[src/hw/tcbd_pkg.sv]
// package: constants, field layout and state types of the texel channel block decoder
package tcbd_pkg;

   ////////////////////////////////////////////////////////////////////////////
   // block types, latched with the first byte of a block
   localparam logic [1:0] BT_ONE_UNS = 2'h0; // one_channel_unsigned_block_type
   localparam logic [1:0] BT_ONE_SGN = 2'h1; // one_channel_signed_block_type
   localparam logic [1:0] BT_TWO_UNS = 2'h2; // two_channel_unsigned_block_type

   ////////////////////////////////////////////////////////////////////////////
   // block sizes and 64-bit word field positions
   localparam logic [3:0] LAST_BYTE_ONE = 4'h7; // eight bytes per one-channel block
   localparam logic [3:0] LAST_BYTE_TWO = 4'hf; // sixteen bytes per two-channel block
   localparam logic [3:0] LAST_PIXEL = 4'hf; // sixteen pixels per channel word
   localparam int BASE_LSB = 56; // base value in bits 63..56
   localparam int MULT_LSB = 52; // multiplier in bits 55..52
   localparam int TSEL_LSB = 48; // table selector in bits 51..48
   localparam int IDX_FIRST_LSB = 45; // first pixel index in bits 47..45
   localparam int IDX_WIDTH = 3;

   ////////////////////////////////////////////////////////////////////////////
   // arithmetic constants
   localparam logic [2:0] UNS_ROUND = 3'h4; // the +4 term, as binary 100 below the base
   localparam logic [7:0] BASE_FORBIDDEN = 8'h80; // -128 encoding
   localparam logic [7:0] BASE_SUBST = 8'h81; // treated as -127
   localparam logic signed [17:0] SGN_HI = 18'sh003ff; // +1023
   localparam logic signed [17:0] SGN_LO = -18'sh003ff; // -1023
   localparam logic signed [17:0] UNS_HI = 18'sh007ff; // 2047
   localparam logic signed [17:0] UNS_LO = 18'sh00000;

   ////////////////////////////////////////////////////////////////////////////
   // modifier tables: table t entry i sits at bits ((t*8+i)*8) +: 8, entry 0 in the lowest byte
   localparam logic [63:0] MOD_TABLE13 = {8'h09, 8'h02, 8'h01, 8'h00, 8'hf6, 8'hfd, 8'hfe, 8'hff};
   localparam logic [1023:0] MOD_TABLE_DEFAULT = {128'h0, MOD_TABLE13, 832'h0};

   ////////////////////////////////////////////////////////////////////////////
   // controller state
   typedef enum logic [0:0] {
      ST_LOAD = 1'b0,
      ST_DECODE = 1'b1
   } tcbd_state_e;

   typedef struct packed {
      tcbd_state_e state;
      logic [1:0] bType;
      logic [3:0] byteCnt;
      logic [63:0] word0;
      logic [63:0] word1;
      logic chan;
      logic [3:0] pixCnt;
      logic byteReady;
      logic pixValid;
      logic pixChannel;
      logic [3:0] pixIndex;
      logic pixSigned;
      logic [10:0] pix11;
      logic [15:0] pix16;
   } tcbd_regs_s;

endpackage

[src/hw/tcbd_decoder.sv]
// block decoder top: byte assembly, pixel sequencing and registered results
//
// Behaviour
// two-channel unsigned block is sixteen bytes: first eight red, last eight green
// eight bytes form a 64-bit word, lowest-address byte most significant
// two-channel: first word decoded as red, second as green, unsigned procedure
// signed one-channel block is eight bytes carrying the red channel
// top 16 bits hold base, selector, multiplier; low 48 bits hold sixteen indices
// signed base is two's complement, times eight; -128 acts as -127
// bits 51..48 select one of sixteen eight-entry modifier tables
// selector 13 gives entries -1 -2 -3 -10 0 1 2 9
// pixel indices in bits 47..0; second pixel at 44..42, msb at 44
// index value counts from the leftmost table entry, zero picks first
// multiplier is unsigned 4 bits from bits 55..52
// signed, nonzero multiplier: base*8 + mod*mult*8, clamped to +-1023
// zero multiplier means one eighth: signed sum is base*8 + modifier
// non-negative signed widening to 16 bits: (x<<5) or (x>>5)
// negative signed widening: negate, widen, negate again
// wider results use replication; full 11 bits always delivered
// signed result is 11-bit two's complement, +-1023 means +-1
// signed and unsigned share one datapath apart from +4, clamp, widening
// unsigned base is times eight plus four, binary 100 appended
// unsigned adds mod*mult*8 or bare modifier, clamps to 0..2047
// unsigned widening to 16 bits: (x<<5) + (x>>6)
// all sixteen modifier tables held as constants; MOD_TABLE_DEFAULT fills only table 13, the other fifteen are zero
// pixel index fields run from the msb end, first pixel at 47..45
`timescale 1ns/1ps
`default_nettype none

module tcbd_decoder #(
   parameter logic [1023:0] MOD_TABLES = tcbd_pkg::MOD_TABLE_DEFAULT
) (
   // clock and reset
   input wire logic mclk,
   input wire logic rst,
   // block byte input
   input wire logic byteValid,
   input wire logic [7:0] byteData,
   input wire logic [1:0] blockType,
   output logic byteReady,
   // pixel result output
   output logic pixValid,
   output logic pixChannel,
   output logic [3:0] pixIndex,
   output logic pixSigned,
   output logic [10:0] pixValue11,
   output logic [15:0] pixValue16
);

   tcbd_pkg::tcbd_regs_s s_q;
   tcbd_pkg::tcbd_regs_s s_d;
   logic [10:0] calc11;
   logic [15:0] calc16;
   logic byteTake;
   logic lastByte;

   ////////////////////////////////////////////////////////////////////////////
   // shared arithmetic on the word of the channel being decoded
   tcbd_pixel_calc #(
      .MOD_TABLES(MOD_TABLES)
   ) u_calc (
      .word(s_q.chan ? s_q.word1 : s_q.word0),
      .pixSel(s_q.pixCnt),
      .isSigned(s_q.bType == tcbd_pkg::BT_ONE_SGN),
      .res11(calc11),
      .res16(calc16)
   );

   ////////////////////////////////////////////////////////////////////////////
   // handshake terms
   assign byteTake = byteValid && s_q.byteReady;
   assign lastByte = (s_q.bType == tcbd_pkg::BT_TWO_UNS) ? (s_q.byteCnt == tcbd_pkg::LAST_BYTE_TWO)
                                                        : (s_q.byteCnt == tcbd_pkg::LAST_BYTE_ONE);

   ////////////////////////////////////////////////////////////////////////////
   // next state: load bytes, then stream sixteen pixels per channel word
   always_comb begin
      s_d = s_q;
      s_d.pixValid = 1'b0;
      case (s_q.state)
         tcbd_pkg::ST_LOAD: begin
            if (byteTake) begin
               // block type is sampled with the first byte only
               if (s_q.byteCnt == 4'h0) begin
                  s_d.bType = blockType;
               end
               if (s_q.byteCnt[3] == 1'b0) begin
                  s_d.word0 = {s_q.word0[55:0], byteData};
               end else begin
                  s_d.word1 = {s_q.word1[55:0], byteData};
               end
               s_d.byteCnt = s_q.byteCnt + 4'h1;
               // first byte decides length, later bytes use the latched type
               if ((s_q.byteCnt == 4'h0 && blockType != tcbd_pkg::BT_TWO_UNS && 1'b0) || 
                   (s_q.byteCnt != 4'h0 && lastByte)) begin
                  s_d.state = tcbd_pkg::ST_DECODE;
                  s_d.byteReady = 1'b0;
                  s_d.byteCnt = 4'h0;
                  s_d.chan = 1'b0;
                  s_d.pixCnt = 4'h0;
               end
            end
         end
         tcbd_pkg::ST_DECODE: begin
            s_d.pixValid = 1'b1;
            s_d.pixChannel = s_q.chan;
            s_d.pixIndex = s_q.pixCnt;
            s_d.pixSigned = (s_q.bType == tcbd_pkg::BT_ONE_SGN);
            s_d.pix11 = calc11;
            s_d.pix16 = calc16;
            s_d.pixCnt = s_q.pixCnt + 4'h1;
            if (s_q.pixCnt == tcbd_pkg::LAST_PIXEL) begin
               // red word done: green follows only for the two-channel type
               if (s_q.bType == tcbd_pkg::BT_TWO_UNS && !s_q.chan) begin
                  s_d.chan = 1'b1;
               end else begin
                  s_d.state = tcbd_pkg::ST_LOAD;
                  s_d.byteReady = 1'b1;
                  s_d.chan = 1'b0;
               end
            end
         end
         default: begin
            s_d.state = tcbd_pkg::ST_LOAD;
         end
      endcase
   end

   ////////////////////////////////////////////////////////////////////////////
   // the one state register
   always_ff @(posedge mclk) begin
      if (rst) begin
         s_q <= '0;
         s_q.byteReady <= 1'b1;
      end else begin
         s_q <= s_d;
      end
   end

   ////////////////////////////////////////////////////////////////////////////
   // outputs straight from the state register
   assign byteReady = s_q.byteReady;
   assign pixValid = s_q.pixValid;
   assign pixChannel = s_q.pixChannel;
   assign pixIndex = s_q.pixIndex;
   assign pixSigned = s_q.pixSigned;
   assign pixValue11 = s_q.pix11;
   assign pixValue16 = s_q.pix16;

   ////////////////////////////////////////////////////////////////////////////
   // checks
   AST_BYTE_MSB_FIRST: assert property (@(posedge mclk) disable iff (rst)
      (s_q.state == tcbd_pkg::ST_LOAD && byteTake && s_q.byteCnt == 4'h1)
      |=> (s_q.word0[15:8] == $past(s_q.word0[7:0], 1) && s_q.word0[7:0] == $past(byteData)))
      else $error("byte not shifted in below the earlier byte");

   AST_ONE_CHAN_LENGTH: assert property (@(posedge mclk) disable iff (rst)
      (s_q.state == tcbd_pkg::ST_LOAD && byteTake && s_q.byteCnt == tcbd_pkg::LAST_BYTE_ONE
       && s_q.bType != tcbd_pkg::BT_TWO_UNS) |=> (s_q.state == tcbd_pkg::ST_DECODE && !byteReady))
      else $error("one-channel block did not end after eight bytes");

   AST_TWO_CHAN_LENGTH: assert property (@(posedge mclk) disable iff (rst)
      (s_q.state == tcbd_pkg::ST_LOAD && byteTake && s_q.byteCnt == tcbd_pkg::LAST_BYTE_ONE
       && s_q.bType == tcbd_pkg::BT_TWO_UNS) |=> (s_q.state == tcbd_pkg::ST_LOAD && byteReady))
      else $error("two-channel block ended before sixteen bytes");

   AST_GREEN_AFTER_RED: assert property (@(posedge mclk) disable iff (rst)
      (pixValid && pixChannel && pixIndex == 4'h0)
      |-> ($past(pixValid) && !$past(pixChannel) && $past(pixIndex) == 4'hf))
      else $error("green channel did not follow a full red channel");

   AST_SIXTEEN_PIXELS: assert property (@(posedge mclk) disable iff (rst)
      (s_q.state == tcbd_pkg::ST_DECODE && s_q.pixCnt == 4'h0)
      |-> ##1 pixValid[*8] ##1 pixValid[*8] ##0 (pixIndex == 4'hf))
      else $error("channel word did not yield sixteen pixels in a row");

   AST_SIGNED_RANGE: assert property (@(posedge mclk) disable iff (rst)
      (pixValid && pixSigned) |-> ($signed(pixValue11) >= -11'sd1023))
      else $error("signed result below -1023");

   AST_UNS_WIDEN: assert property (@(posedge mclk) disable iff (rst)
      (pixValid && !pixSigned) |-> (pixValue16 == {pixValue11, pixValue11[10:6]}))
      else $error("unsigned widening wrong");

   AST_SGN_WIDEN_POS: assert property (@(posedge mclk) disable iff (rst)
      (pixValid && pixSigned && !pixValue11[10])
      |-> (pixValue16 == {1'b0, pixValue11[9:0], pixValue11[9:5]}))
      else $error("non-negative signed widening wrong");

   AST_SGN_WIDEN_NEG: assert property (@(posedge mclk) disable iff (rst)
      (pixValid && pixSigned && pixValue11[10])
      |-> (pixValue16[15] && 16'(-pixValue16) == {1'b0, 10'(-pixValue11), 5'(10'(-pixValue11) >> 5)}))
      else $error("negative signed widening wrong");

   AST_READY_RETURNS: assert property (@(posedge mclk) disable iff (rst)
      (pixValid && pixIndex == 4'hf && (pixChannel || s_q.bType != tcbd_pkg::BT_TWO_UNS))
      |-> (byteReady && !$past(byteReady)))
      else $error("input not reopened after the last pixel");

endmodule // tcbd_decoder

`default_nettype wire

[src/hw/tcbd_pixel_calc.sv]
// pixel value arithmetic shared by the signed and unsigned paths
`timescale 1ns/1ps
`default_nettype none

module tcbd_pixel_calc #(
   parameter logic [1023:0] MOD_TABLES = tcbd_pkg::MOD_TABLE_DEFAULT
) (
   // channel word and pixel choice
   input wire logic [63:0] word,
   input wire logic [3:0] pixSel,
   input wire logic isSigned,
   // results
   output logic [10:0] res11,
   output logic [15:0] res16
);

   ////////////////////////////////////////////////////////////////////////////
   // one datapath: only the base term (sign extension, -128 substitution, +4), the clamp limits and the widening differ
   always_comb begin
      logic [7:0] baseRaw;
      logic [3:0] mult;
      logic [3:0] tsel;
      logic [2:0] idx;
      logic signed [7:0] modVal;
      logic signed [12:0] prod;
      logic signed [17:0] baseTerm;
      logic signed [17:0] modTerm;
      logic signed [17:0] sum;
      logic [10:0] mag;
      logic [15:0] wide;
      baseTerm = '0;
      modTerm = '0;
      prod = '0;
      sum = '0;
      mag = '0;
      wide = '0;
      baseRaw = word[tcbd_pkg::BASE_LSB +: 8];
      mult = word[tcbd_pkg::MULT_LSB +: 4];
      tsel = word[tcbd_pkg::TSEL_LSB +: 4];
      // pixel p index sits 3 bits lower than pixel p-1, msb first
      idx = word[(tcbd_pkg::IDX_FIRST_LSB - tcbd_pkg::IDX_WIDTH * int'(pixSel)) +: 3];
      modVal = MOD_TABLES[(int'(tsel) * 8 + int'(idx)) * 8 +: 8];
      if (isSigned) begin
         // -128 never reaches the adder, so the range stays symmetric
         if (baseRaw == tcbd_pkg::BASE_FORBIDDEN) begin
            baseRaw = tcbd_pkg::BASE_SUBST;
         end
         baseTerm = {{7{baseRaw[7]}}, baseRaw, 3'h0};
      end else begin
         baseTerm = {7'h0, baseRaw, tcbd_pkg::UNS_ROUND};
      end
      prod = 13'(modVal) * 13'($signed({1'b0, mult}));
      if (mult == 4'h0) begin
         modTerm = {{10{modVal[7]}}, modVal};
      end else begin
         modTerm = {{2{prod[12]}}, prod, 3'h0};
      end
      sum = baseTerm + modTerm;
      if (isSigned) begin
         if (sum > tcbd_pkg::SGN_HI) begin
            sum = tcbd_pkg::SGN_HI;
         end else if (sum < tcbd_pkg::SGN_LO) begin
            sum = tcbd_pkg::SGN_LO;
         end
      end else begin
         if (sum > tcbd_pkg::UNS_HI) begin
            sum = tcbd_pkg::UNS_HI;
         end else if (sum < tcbd_pkg::UNS_LO) begin
            sum = tcbd_pkg::UNS_LO;
         end
      end
      res11 = sum[10:0];
      // widening: replicate magnitude bits, never the sign
      mag = res11[10] ? 11'(-res11) : res11;
      wide = {1'b0, mag[9:0], mag[9:5]};
      if (isSigned) begin
         res16 = res11[10] ? 16'(-wide) : wide;
      end else begin
         res16 = {res11, res11[10:6]};
      end
   end

endmodule // tcbd_pixel_calc

`default_nettype wire

[config.mk]
export PLATFORM = sky130hd
export DESIGN_NAME = tcbd_decoder
export DESIGN_NICKNAME = d
export VERILOG_FILES = /design/src/hw/tcbd_pkg.sv /design/src/hw/tcbd_decoder.sv /design/src/hw/tcbd_pixel_calc.sv
export SDC_FILE = /design/constraint.sdc
export NUM_CORES = 1
export LEC_CHECK = 0
export ABC_AREA = 1
export BUFFER_PORTS_ARGS = -buffer_cell sky130_fd_sc_hd__buf_4
export CORE_AREA = 10 10 168 170
export DETAILED_ROUTE_END_ITERATION = 8
export DIE_AREA = 0 0 178 180
export PLACE_DENSITY_LB_ADDON = 0.3
export SLEW_MARGIN = 20
export SYNTH_ARGS = -nofsm -noshare
export SYNTH_HDL_FRONTEND = slang
export SYNTH_SLANG_ARGS = --single-unit
[constraint.sdc]
create_clock -name mclk -period 13.1 [get_ports mclk]
set_input_delay 0.655 -clock mclk [delete_from_list [all_inputs] [get_ports mclk]]
set_output_delay 0.655 -clock mclk [all_outputs]
set_load 0.03 [all_outputs]
Word level (Yosys, flattened, before mapping) --
Index checks and enable logic that the tools add are counted.
Storage, ports and cells: flip-flop bits (word level) 175, bits in latches 0, memory bits (writable) 0, ROM bits 0, bits of input ports 13, output and inout bits 35, logic and storage cells 83, memories 0
Cells by class: add/subtract/negate cells 7, multipliers 2, div/mod/pow operators 0, magnitude comparators 4, eq/ne operators 10, shift operators 2, muxes and demuxes 28, bitwise logic cells 2, reduce and logical (&&, ||, !) cells 14
Operators by type and width (number):
- indexed part select 1024 x 12 -> 8 bit (first input constant) | 1
- two-way mux 64 bit | 3
- two-way mux 141 bit | 1
- indexed part select 64 x 32 -> 3 bit | 1
- two-way mux 11 bit | 5
- two-way mux 18 bit | 2
- two-way mux 34 bit | 1
- two-way mux 16 bit | 2
- subtractor 7 x 32 -> 32 bit (first input constant) | 1
- adder 18 bit | 1
- > comparator 18 x 11 -> 1 bit (second input constant) | 1
- > comparator 18 x 12 -> 1 bit (second input constant) | 1
- < comparator 18 x 1 -> 1 bit (second input constant) | 1
- < comparator 18 x 11 -> 1 bit (second input constant) | 1
- negation 15 -> 16 bit | 1
- multiplier 8 x 5 -> 13 bit | 1
- one-hot mux 6 bit (2 select lines) | 1
- AND reduction 3 bit | 4
- two-way mux 10 bit | 1
- negation 10 bit | 1
- adder 4 x 1 -> 4 bit (second input constant) | 2
- adder 7 x 3 -> 8 bit | 1
- equality test 4 bit (second input constant) | 2
- equality test 8 bit (second input constant) | 1
- other kinds (19) | 32

Depth between registers and ports, before layout --
Gate-level depths: netlist of run 1.
depth after elaboration 18, mapped depth 74, mapped depth without buffers 71

By module --
Synthesis of run 1 repeated with hierarchy kept, for this count alone.
Second synthesis, totals: cells, all modules 1964, area total of the unflattened synthesis 12240.5 sq um
By module, submodules not included:
- tcbd_decoder | times used 1, cells an instance 1023, area each 7146.9 sq um
- tcbd_pixel_calc | times used 1, cells an instance 941, area each 5093.6 sq um

Least setup slack after synthesis of run 1 --
Ideal clock, no wire load.
path kind flip-flop to flip-flop, start point register s_q[35] (netlist bit), end point register s_q (netlist bit pixValue16[10]), library setup time 0.119 ns, data arrival time 9.313 ns, slack 3.668 ns, stages on the path, launching flop included 69, buffers on the path 3, period minus slack after synthesis 9.432 ns, cell sequence dfxtp_1 > ha_1 > inv_1 > fa_1 > inv_1 > ha_1 > clkbuf_1 > nor2_1 > clkbuf_1 > nor2_1 > nand2_1 > inv_1 > nand2_1 > nand3_1 > nand3_1 > nand3_1 > nand2_1 > inv_1 > [33 not listed] > nand2_2 > inv_1 > ha_1 > nand3_1 > nand3b_1 > nand2_1 > nand2_1 > nand2_1 > ha_1 > inv_1 > nor2_1 > nand2_1 > nor2_4 > nand3_2 > nand2_1 > nand2_1 > nand3_1 > a21oi_1
On the way: longest elaborated chain between the ends 17
Ends and longest elaborated chain:
- from (decl) | RTL line tcbd_decoder.sv:50 | tcbd_pkg::tcbd_regs_s s_q;
- multiplier 2 x 4 -> 6 bit (*) | RTL line tcbd_pixel_calc.sv:41 | idx = word[(tcbd_pkg::IDX_FIRST_LSB - tcbd_pkg::IDX_WIDTH * int'(pixSel)) +: 3];
- subtractor 7 x 32 -> 32 bit (*) | RTL line tcbd_pixel_calc.sv:41
- indexed part select 64 x 32 -> 3 bit (*) | RTL line tcbd_pixel_calc.sv:41
- adder 7 x 3 -> 8 bit (*) | RTL line tcbd_pixel_calc.sv:42 | modVal = MOD_TABLES[(int'(tsel) * 8 + int'(idx)) * 8 +: 8];
- indexed part select 1024 x 12 -> 8 bit (*) | RTL line tcbd_pixel_calc.sv:42
- multiplier 8 x 5 -> 13 bit | RTL line tcbd_pixel_calc.sv:52 | prod = 13'(modVal) * 13'($signed({1'b0, mult}));
- two-way mux 18 bit (*) | RTL line tcbd_pixel_calc.sv:53 | if (mult == 4'h0) begin
- adder 18 bit (*) | RTL line tcbd_pixel_calc.sv:58 | sum = baseTerm + modTerm;
- < comparator 18 x 1 -> 1 bit or < comparator 18 x 11 -> 1 bit (tied branches) | RTL line tcbd_pixel_calc.sv:68, tcbd_pixel_calc.sv:62
- two-way mux 11 bit (on tied branches) | RTL line tcbd_pixel_calc.sv:68, tcbd_pixel_calc.sv:62
- two-way mux 11 bit (on tied branches) | RTL line tcbd_pixel_calc.sv:66, tcbd_pixel_calc.sv:60
- two-way mux 11 bit (*) | RTL line tcbd_pixel_calc.sv:59 | if (isSigned) begin
- negation 10 bit | RTL line tcbd_pixel_calc.sv:74 | mag = res11[10] ? 11'(-res11) : res11;
- two-way mux 10 bit | RTL line tcbd_pixel_calc.sv:74
- negation 15 -> 16 bit | RTL line tcbd_pixel_calc.sv:77 | res16 = res11[10] ? 16'(-wide) : wide;
- two-way mux 16 bit | RTL line tcbd_pixel_calc.sv:77
- two-way mux 16 bit (*) | RTL line tcbd_pixel_calc.sv:76 | if (isSigned) begin
Every way passes the cells marked *; elsewhere a longest branch is shown, timed or not. A chain may end at the register's enable or synchronous reset.

Worst setup path after layout of run 1 --
start point register s_q[36] (netlist bit), end point register s_q (netlist bit pixValue16[10])
Same word-level chain as after synthesis.

==> results.sh, run 1 <==
export IMPL_outcome="completed"
export IMPL_p_per_area_nw_per_um2=112.4
export IMPL_track_usage=0.2085
export IMPL_cp_startpoint="s_q[36]$_SDFFE_PP0P_"
export IMPL_grt_pass1_wl_um=56280
export IMPL_netlist_top_cells_area="dfxtp_1 (29%), nand2_1 (13%), nor2_1 (11%), nand3_1 (9.9%), o21ai_0 (8.0%)"
export IMPL_min_period_ps=11460
export IMPL_yosysSeqAreaShare=0.2864
export IMPL_dieArea_um2=32040
export IMPL_r2r_start="s_q[36]$_SDFFE_PP0P_"
export IMPL_ys_flop_type="dfxtp_1"
export IMPL_drt_wl_total_um=34300
export IMPL_worst_path_buf_inv=11
export IMPL_synth_seq_cells=175
export IMPL_grt_overflow_total=0
export IMPL_die_y_um=180
export IMPL_ctsHtreeMaxLevel=4
export IMPL_slew_violations=0
export IMPL_synth_edf_count=0
export IMPL_vias_per_cell=5.489
export IMPL_initial_utilization=0.4915
export IMPL_post_synth_top_count_cell="nand2_1"
export IMPL_core_um2=24890
export IMPL_path_class="reg2reg"
export IMPL_wire_per_inst_um=15.43
export IMPL_firstDrtPassIters=8
export IMPL_vias=12200
export IMPL_clockBufferDepth=2
export IMPL_dr_first_iter_drc_count=1178
export IMPL_yosysTopAreaCell="dfxtp_1"
export IMPL_num_io_pins=48
export IMPL_antenna_cells=0
export IMPL_fin_crit_sh=0.8750
export IMPL_syn_area_per_cell_um2=6.303
export IMPL_skew_ps=10.05
export IMPL_rrSetupSlack_ps=1640
export IMPL_hp_class="in2reg"
export IMPL_ctsResizeCount=0
export IMPL_pwr_share_clk=0.370
export IMPL_cts_tree="yes"
export IMPL_syn_inst=1941
export IMPL_portBuffers=47
export IMPL_dieWidth_um=178
export IMPL_fmax_mhz=87.24
export IMPL_synthAdderAreaFrac=0.06791
export IMPL_drive_gt1_frac=0.07977
export IMPL_post_cts_buffers=0
export IMPL_antenna_found_initial=0
export IMPL_r2r_end="pixValue16[10]$_SDFFE_PP0P_"
export IMPL_worst_ep_required_time_ps=13420
export IMPL_insertion_delay_ps=440
export IMPL_seq_power_share=0.383
export IMPL_p_sw_frac=0.3647
export IMPL_cp_start_kind="flop"
export IMPL_synth_mux_area_frac=0.003273
export IMPL_finalSetupTns_ps=0
export IMPL_clk_pin_slew_ps=80
export IMPL_cp_common_cell="nand2_1"
export IMPL_numCtsBuffers=17
export IMPL_cts_sinks=175
export IMPL_synthTopCellsByCount="nand2_1 (413), nor2_1 (345), nand3_1 (243)"
export IMPL_setup_ws_ps=1638
export IMPL_power_switching_mw=0.5308
export IMPL_utilization=0.5203
export IMPL_place_gp_congestion=1.000
export IMPL_slew_limit_headroom=0.3313
export IMPL_crit_cells=61
export IMPL_power_frac_comb=0.247
export IMPL_maxCapViolCount=0
export IMPL_async_flop_share=0
export IMPL_grt_pass1_vias=11190
export IMPL_power_mw=1.455
export IMPL_critical_path_arrival_ps=11790
export IMPL_max_stage_delay_ps=660
export IMPL_ys_types=55
export IMPL_synth_top_area_frac=0.2864
export IMPL_end_kind="flop"
export IMPL_intPower_mw=0.9246
export IMPL_hold_ws_ps=437.1
export IMPL_synthesis_area_um2=12230
export IMPL_power_leakage_nw=6.238
export IMPL_synth_xor_area_frac=0.01810
export IMPL_finalNetCount=1951
export IMPL_setup_viol=0
export IMPL_drc=0
export IMPL_hold_viol=0
export IMPL_synth_top_family_by_area="simple AND/OR/NAND/NOR gates"
export IMPL_cts_root_buf="clkbuf_16"
export IMPL_reg2reg_depth=61
export IMPL_worstMarginPinSlew_ps=1002
export IMPL_grt_start_max_net_pins=126
export IMPL_dp_slack_ps=1864
export IMPL_ant_nets=0
export IMPL_ys_warn_count=0
export IMPL_cts_hold_buf=0
export IMPL_syn_to_final_growth_pct=5.860
export IMPL_cp_top_family="adder cells"
export IMPL_hpwl_um=23250
export IMPL_synth_nets=2012
export IMPL_worst_ir_drop_vdd_v=0.0001046
export IMPL_synth_compound_area_share=0.1396
export IMPL_cpMaxStageDelayCell="ha_1"
export IMPL_rsz0062_at_grt="no"
export IMPL_rows=58
export IMPL_path_max_fanout=31
export IMPL_critPathCapture="pixValue16[10]$_SDFFE_PP0P_"
export IMPL_yosys_area_share_simple=0.3725
cells in the final DEF (no fill, tap or decap), drive strengths merged, types with 4 or more instances in the layout:
master  instances
and2            4
dfxtp         175
clkbuf         18
xor2           18
buf            63
nand2         427
fa             14
clkinv         10
nor2          350
nand3         252
o211ai          4
ha             44
nor3           10
o21ai         214
mux2i           4
nand4           8
or2            10
a21oi          86
inv           153
nor4            5
sequential cells by signal, summed over array words and instances (netlist names):
register,flops
pixValid,1
s_q,140
pixChannel,1
pixValue16,16
byteReady,1
pixSigned,1
pixIndex,4
pixValue11,11
worst min-delay path by stage:
stage,from,end,slack (ps),cells after the start
final,byteData[3],s_q[107]$_SDFFE_PP0P_,440,3
after global placement,s_q[164]$_SDFFE_PP0P_,s_q[164]$_SDFFE_PP0P_,440,2
after global routing,byteData[3],s_q[107]$_SDFFE_PP0P_,430,3
after detailed placement,s_q[164]$_SDFFE_PP0P_,s_q[164]$_SDFFE_PP0P_,450,2
after CTS,byteData[1],s_q[41]$_SDFFE_PP0P_,430,3
after floorplan,s_q[164]$_SDFFE_PP0P_,s_q[164]$_SDFFE_PP0P_,430,2
power by group through the flow:
stage          Combinational, mW  Clock (mW)  Sequential (mW)
6_report                   0.360       0.538            0.557
5_1_grt                    0.406       0.564            0.559
4_1_cts                    0.355       0.542            0.557
3_5_place_dp               0.351           0            0.569
3_3_place_gp               0.349           0            0.569
2_1_floorplan              0.279           0            0.566
routing by layer:
metal	global-route usage	wire, um
met1	0.2841	15810
met2	0.3347	15970
met3	0.03185	2044
met4	0.05437	468
met5	0	0
area by class of cell:
cell class                 count  area, um^2
fill                        2535       11940
multi-input combinational   1474        7375
sequential                   175        3506
inverter                     149       563.0
timing repair buffer          63       473.0
clock buffer                  18       439.2
tap                          330       412.9
clock inverter                14       182.7
per-stage QoR:
stage / cell area, um^2 / std cells
after floorplan: 12230 / 1941
after global routing: 12950 / 2223
after CTS: 12950 / 2223
after detailed placement: 12330 / 2191
after global placement: 12330 / 2191
final: 12950 / 2223
cells by family (layout without fill, tap and decap cells):
kind of cell	count (synthesis)	in the layout
and+or+nand+nor	1068	1068
AOI/OAI and AO/OA	323	323
buffers and inverters	292	244
DFF	175	175
adders and majority gates	58	58
xor gates and xnor gates	21	21
muxes	4	4
tightest hold or removal path: stages:
cell and delay, ps:
buf_4 80, nor2_1 30, nor2_1 80
(Power assumes the default switching activity.)
==> inputs of run 2 (changes only) <==
CTS_BUF_LIST = sky130_fd_sc_hd__clkbuf_16   (was not set)
==> results.sh, run 2 (synthesis gave the netlist of run 1 again) <==
export IMPL_cp_common_cell="nand2_1"
export IMPL_cts_sinks=175
export IMPL_hp_class="in2reg"
export IMPL_dieArea_um2=32040
export IMPL_grt_pass1_vias=11210
export IMPL_pwr_share_clk=0.367
export IMPL_seq_power_share=0.385
export IMPL_critical_path_arrival_ps=11780
export IMPL_worstMarginPinSlew_ps=982.9
export IMPL_slew_limit_headroom=0.3440
export IMPL_insertion_delay_ps=440
export IMPL_skew_ps=10.39
export IMPL_reg2reg_depth=61
export IMPL_crit_cells=61
export IMPL_utilization=0.5199
export IMPL_antenna_cells=0
export IMPL_layout_common_cells="nand2_1 (413), nor2_1 (342), nand3_1 (243)"
export IMPL_min_period_ps=11460
export IMPL_n_fill_cell=2539
export IMPL_cp_start_kind="flop"
export IMPL_outcome="completed"
export IMPL_grt_overflow_total=0
export IMPL_cp_top_family="adder cells"
export IMPL_rrSetupSlack_ps=1640
export IMPL_fmax_mhz=87.30
export IMPL_power_leakage_nw=6.233
export IMPL_dp_slack_ps=1864
export IMPL_intPower_mw=0.9187
export IMPL_cts_root_buf="clkbuf_16"
export IMPL_finalSetupTns_ps=0
export IMPL_dr_first_iter_drc_count=1122
export IMPL_antenna_found_initial=0
export IMPL_drt_wl_total_um=34200
export IMPL_wire_per_inst_um=15.39
export IMPL_top_register="s_q"
export IMPL_vias_per_cell=5.460
export IMPL_grt_start_max_net_pins=126
export IMPL_layout_commonest_cell="nand2_1"
export IMPL_place_gp_congestion=1.000
export IMPL_cpMaxStageDelayCell="ha_1"
export IMPL_final_cells=2223
export IMPL_r2r_start="s_q[36]$_SDFFE_PP0P_"
export IMPL_ctsResizeCount=0
export IMPL_syn_to_final_growth_pct=5.779
export IMPL_rsz0062_at_grt="no"
export IMPL_finalNetCount=1951
export IMPL_ant_nets=0
export IMPL_p_per_area_nw_per_um2=112.0
export IMPL_worst_ir_drop_vdd_v=0.0001042
export IMPL_setup_viol=0
export IMPL_critPathCapture="pixValue16[10]$_SDFFE_PP0P_"
export IMPL_initial_utilization=0.4915
export IMPL_cts_hold_buf=0
export IMPL_firstDrtPassIters=8
export IMPL_dieWidth_um=178
export IMPL_hpwl_um=23250
export IMPL_rows=58
export IMPL_fin_area_um2=12940
export IMPL_drc=0
export IMPL_clk_pin_slew_ps=80
export IMPL_numCtsBuffers=17
export IMPL_die_y_um=180
export IMPL_maxCapViolCount=0
export IMPL_max_stage_delay_ps=650
export IMPL_cp_startpoint="s_q[36]$_SDFFE_PP0P_"
export IMPL_core_um2=24890
export IMPL_r2r_end="pixValue16[10]$_SDFFE_PP0P_"
export IMPL_num_io_pins=48
export IMPL_track_usage=0.2086
export IMPL_worst_ep_required_time_ps=13420
export IMPL_path_class="reg2reg"
export IMPL_end_kind="flop"
export IMPL_power_frac_comb=0.248
export IMPL_post_cts_buffers=0
export IMPL_hold_viol=0
export IMPL_largest_reg_flops=140
export IMPL_fin_crit_sh=0.8745
export IMPL_ctsHtreeMaxLevel=4
export IMPL_drive_gt1_frac=0.07924
export IMPL_path_max_fanout=31
export IMPL_p_sw_frac=0.3660
export IMPL_grt_pass1_wl_um=56310
export IMPL_vias=12140
export IMPL_min_delay_start="byteData[3]"
export IMPL_worst_path_buf_inv=11
export IMPL_place_area_um2=12330
export IMPL_power_switching_mw=0.5303
export IMPL_setup_ws_ps=1645
export IMPL_clockBufferDepth=2
export IMPL_slew_violations=0
export IMPL_portBuffers=47
export IMPL_cts_tree="yes"
export IMPL_place_inst=2191
==> run 2: cell count changes in the layout (fill, tap and decap cells not counted) <==
cell,previous run,this run
clkbuf_8,1,0
clkinv_1,3,4
==> run 2: cell type report <==
cell class              count  area (um^2)  area share
repair buffers             63        473.0     0.03655
inverters                 149        563.0     0.04351
clock buffers              17        425.4     0.03287
clock inverters            15        186.4     0.01441
multi-input cells        1474         7375      0.5699
well taps                 330        412.9     0.03191
flip-flops and latches    175         3506      0.2709
==> run 2: how the worst min path moves through the flow <==
| stage | to | slack [ps] | depth (start not counted) |
|---|---|---|---|
| after floorplan | s_q[164]$_SDFFE_PP0P_ | 430 | 2 |
| after global placement | s_q[164]$_SDFFE_PP0P_ | 440 | 2 |
| after detailed placement | s_q[164]$_SDFFE_PP0P_ | 450 | 2 |
| after CTS | s_q[41]$_SDFFE_PP0P_ | 430 | 3 |
| after global routing | s_q[107]$_SDFFE_PP0P_ | 430 | 3 |
| final | s_q[107]$_SDFFE_PP0P_ | 440 | 3 |
==> run 2: layer usage <==
layer  global-route usage  up-vias  routed length, um  part of all wire
li1                     -     6151                  -                 -
met1               0.2836     5593              15890              0.46
met2               0.3350      354              15880              0.46
met3              0.03227       39               1940             0.057
met4              0.05537        0                486             0.014
met5                    0        -                  0                 0
==> run 2: power by group through the flow <==
stage	Clock, mW	Sequential (mW)	Combinational [mW]
after floorplan	0	0.566	0.279
after global placement	0	0.569	0.349
after detailed placement	0	0.569	0.351
after CTS	0.536	0.557	0.355
after global routing	0.558	0.559	0.406
final	0.532	0.557	0.360
==> run 2: per-stage QoR <==
| stage | total power [mW] | hold WS (ps) |
|---|---|---|
| after global routing | 1.523 | 435.0 |
| after CTS | 1.448 | 434.3 |
| after global placement | 0.9178 | 442.0 |
| final | 1.449 | 437.0 |
| after detailed placement | 0.9208 | 449.7 |
| after floorplan | 0.8457 | 431.3 |
==> run 2: tightest hold or removal path, cell delays in order <==
cell	delay, ps
buf_4	80
nor2_1	30
nor2_1	80
==> inputs of run 3 (changes only) <==
SYNTH_HIERARCHICAL = 1   (was not set)
==> results.sh, run 3 <==
export IMPL_outcome="completed"
export IMPL_drt_wl_total_um=33610
export IMPL_synth_seq_cells=175
export IMPL_final_seq_area_um2=3506
export IMPL_fin_area_um2=12960
export IMPL_ctsResizeCount=0
export IMPL_rsz0062_at_grt="no"
export IMPL_syn_to_final_growth_pct=5.857
export IMPL_synthesis_area_um2=12240
export IMPL_cp_top_family="simple AND/OR/NAND/NOR gates"
export IMPL_n_fill_cell=2561
export IMPL_path_max_fanout=47
export IMPL_cts_tree="yes"
export IMPL_drc=0
export IMPL_min_period_ps=11370
export IMPL_post_synth_top_count_cell="nand2_1"
export IMPL_ctsHtreeMaxLevel=4
export IMPL_cts_root_buf="clkbuf_16"
export IMPL_grt_pass1_wl_um=57090
export IMPL_initial_utilization=0.4918
export IMPL_clockBufferDepth=2
export IMPL_power_mw=1.462
export IMPL_vias=12330
export IMPL_maxCapViolCount=0
export IMPL_num_io_pins=48
export IMPL_utilization=0.5206
export IMPL_worstMarginPinSlew_ps=1080
export IMPL_ys_types=51
export IMPL_drive_gt1_frac=0.07326
export IMPL_post_cts_buffers=0
export IMPL_netlist_top_cells_area="dfxtp_1 (29%), nand2_1 (13%), nor2_1 (12%), nand3_1 (12%), o21ai_0 (6.7%)"
export IMPL_p_sw_frac=0.3689
export IMPL_pwr_share_clk=0.358
export IMPL_max_stage_delay_ps=680
export IMPL_slew_limit_headroom=0.2799
export IMPL_slew_violations=0
export IMPL_grt_pass1_vias=11450
export IMPL_synth_nets=2039
export IMPL_place_area_um2=12320
export IMPL_cts_sinks=175
export IMPL_ys_flop_type="dfxtp_1"
export IMPL_layout_commonest_cell="nand2_1"
export IMPL_cp_common_cell="nor2_1"
export IMPL_ant_nets=0
export IMPL_cp_start_kind="flop"
export IMPL_rows=58
export IMPL_grt_start_max_net_pins=131
export IMPL_setup_viol=0
export IMPL_power_switching_mw=0.5393
export IMPL_intPower_mw=0.9225
export IMPL_hold_ws_ps=430.0
export IMPL_skew_ps=18.58
export IMPL_worst_path_buf_inv=9
export IMPL_insertion_delay_ps=440
export IMPL_antenna_cells=0
export IMPL_finalSetupTns_ps=0
export IMPL_fin_crit_sh=0.8682
export IMPL_finalNetCount=1973
export IMPL_hp_class="in2reg"
export IMPL_die_y_um=180
export IMPL_place_inst=2208
export IMPL_grt_overflow_total=0
export IMPL_yosysSeqAreaShare=0.2862
export IMPL_path_class="reg2reg"
export IMPL_antenna_found_initial=0
export IMPL_power_leakage_nw=6.281
export IMPL_place_gp_congestion=0.9138
export IMPL_dieArea_um2=32040
export IMPL_seq_power_share=0.382
export IMPL_firstDrtPassIters=6
export IMPL_core_um2=24890
export IMPL_cts_hold_buf=0
export IMPL_async_flop_share=0
export IMPL_cpMaxStageDelayCell="clkinv_1"
export IMPL_dieWidth_um=178
export IMPL_multiInputGateArea_um2=7472
export IMPL_end_kind="flop"
export IMPL_synth_top_area_frac=0.2862
export IMPL_portBuffers=47
export IMPL_power_frac_comb=0.260
export IMPL_worst_ep_required_time_ps=13430
export IMPL_syn_inst=1964
export IMPL_dp_slack_ps=1882
export IMPL_layout_common_cells="nand2_1 (422), nor2_1 (388), nand3_1 (288)"
export IMPL_vias_per_cell=5.503
export IMPL_final_cells=2241
export IMPL_dr_first_iter_drc_count=1263
export IMPL_syn_area_per_cell_um2=6.232
export IMPL_track_usage=0.2106
export IMPL_setup_ws_ps=1727
export IMPL_hold_viol=0
export IMPL_yosysTopAreaCell="dfxtp_1"
export IMPL_synth_edf_count=0
export IMPL_critical_path_arrival_ps=11700
export IMPL_clk_pin_slew_ps=90
export IMPL_numCtsBuffers=17
export IMPL_top_register="s_q"
export IMPL_ys_warn_count=6
export IMPL_wire_per_inst_um=15.00
export IMPL_fmax_mhz=87.93
export IMPL_hpwl_um=22760
export IMPL_largest_reg_flops=140
export IMPL_synthTopCellsByCount="nand2_1 (422), nor2_1 (389), nand3_1 (288)"
export IMPL_worst_ir_drop_vdd_v=0.00007441
export IMPL_p_per_area_nw_per_um2=112.8
[run 3: logic make-up (layout without fill, tap and decap cells)]
logic type	after synthesis	in the layout	synth area share
flip-flops	175	175	0.2862
AO/OA/AOI/OAI	276	276	0.1201
buffers and inverters	270	217	0.1039
AND/OR/NAND/NOR	1157	1157	0.3995
XOR/XNOR	24	24	0.01779
adder cells (fa/ha/maj)	62	62	0.07257
[run 3: metal layers]
layer | vias to the layer above | part of all wire | wire (um) | global-route usage
met5 | - | 0 | 0 | 0
met4 | 0 | 0.017 | 588 | 0.05737
met3 | 43 | 0.045 | 1515 | 0.02410
met2 | 342 | 0.48 | 16120 | 0.3518
met1 | 5723 | 0.46 | 15390 | 0.2794
li1 | 6225 | - | - | -
[run 3: power groups by stage]
stage / Clock [mW] / Sequential (mW) / Combinational (mW)
2_1_floorplan: 0 / 0.567 / 0.288
3_3_place_gp: 0 / 0.570 / 0.374
3_5_place_dp: 0 / 0.570 / 0.372
4_1_cts: 0.530 / 0.558 / 0.375
5_1_grt: 0.556 / 0.560 / 0.430
6_report: 0.523 / 0.558 / 0.381
[run 3: layout make-up]
type                            count  share of cell area
Inverter                          120             0.03496
Timing Repair Buffer               65             0.03863
Multi-Input combinational cell   1519              0.5767
Sequential cell                   175              0.2706
Tap cell                          330             0.03187
Clock inverter                     15             0.01448
Clock buffer                       17             0.03283
[run 3: worst reg2reg max path: cells and delay by family, from the launching register on]
kind / cells / cell delay [ps]
buffers and inverters: 9 / 2240
adder cells (fa/ha/maj): 8 / 2920
AO/OA/AOI/OAI: 10 / 2140
flip-flops: 1 / 360
AND/OR/NAND/NOR: 31 / 3430
XOR/XNOR: 1 / 160
[run 3: final timing paths]
kind,depth (start not counted),end,startpoint,slack (ps)
worst max-delay path,59,pixValue16[5]$_SDFFE_PP0P_,s_q[36]$_SDFFE_PP0P_,1730
worst min-delay path,3,s_q[173]$_SDFFE_PP0P_,blockType[1],430
worst max register to register,59,pixValue16[5]$_SDFFE_PP0P_,s_q[36]$_SDFFE_PP0P_,1730
worst min register to register,2,s_q[165]$_SDFFE_PP0P_,s_q[165]$_SDFFE_PP0P_,450
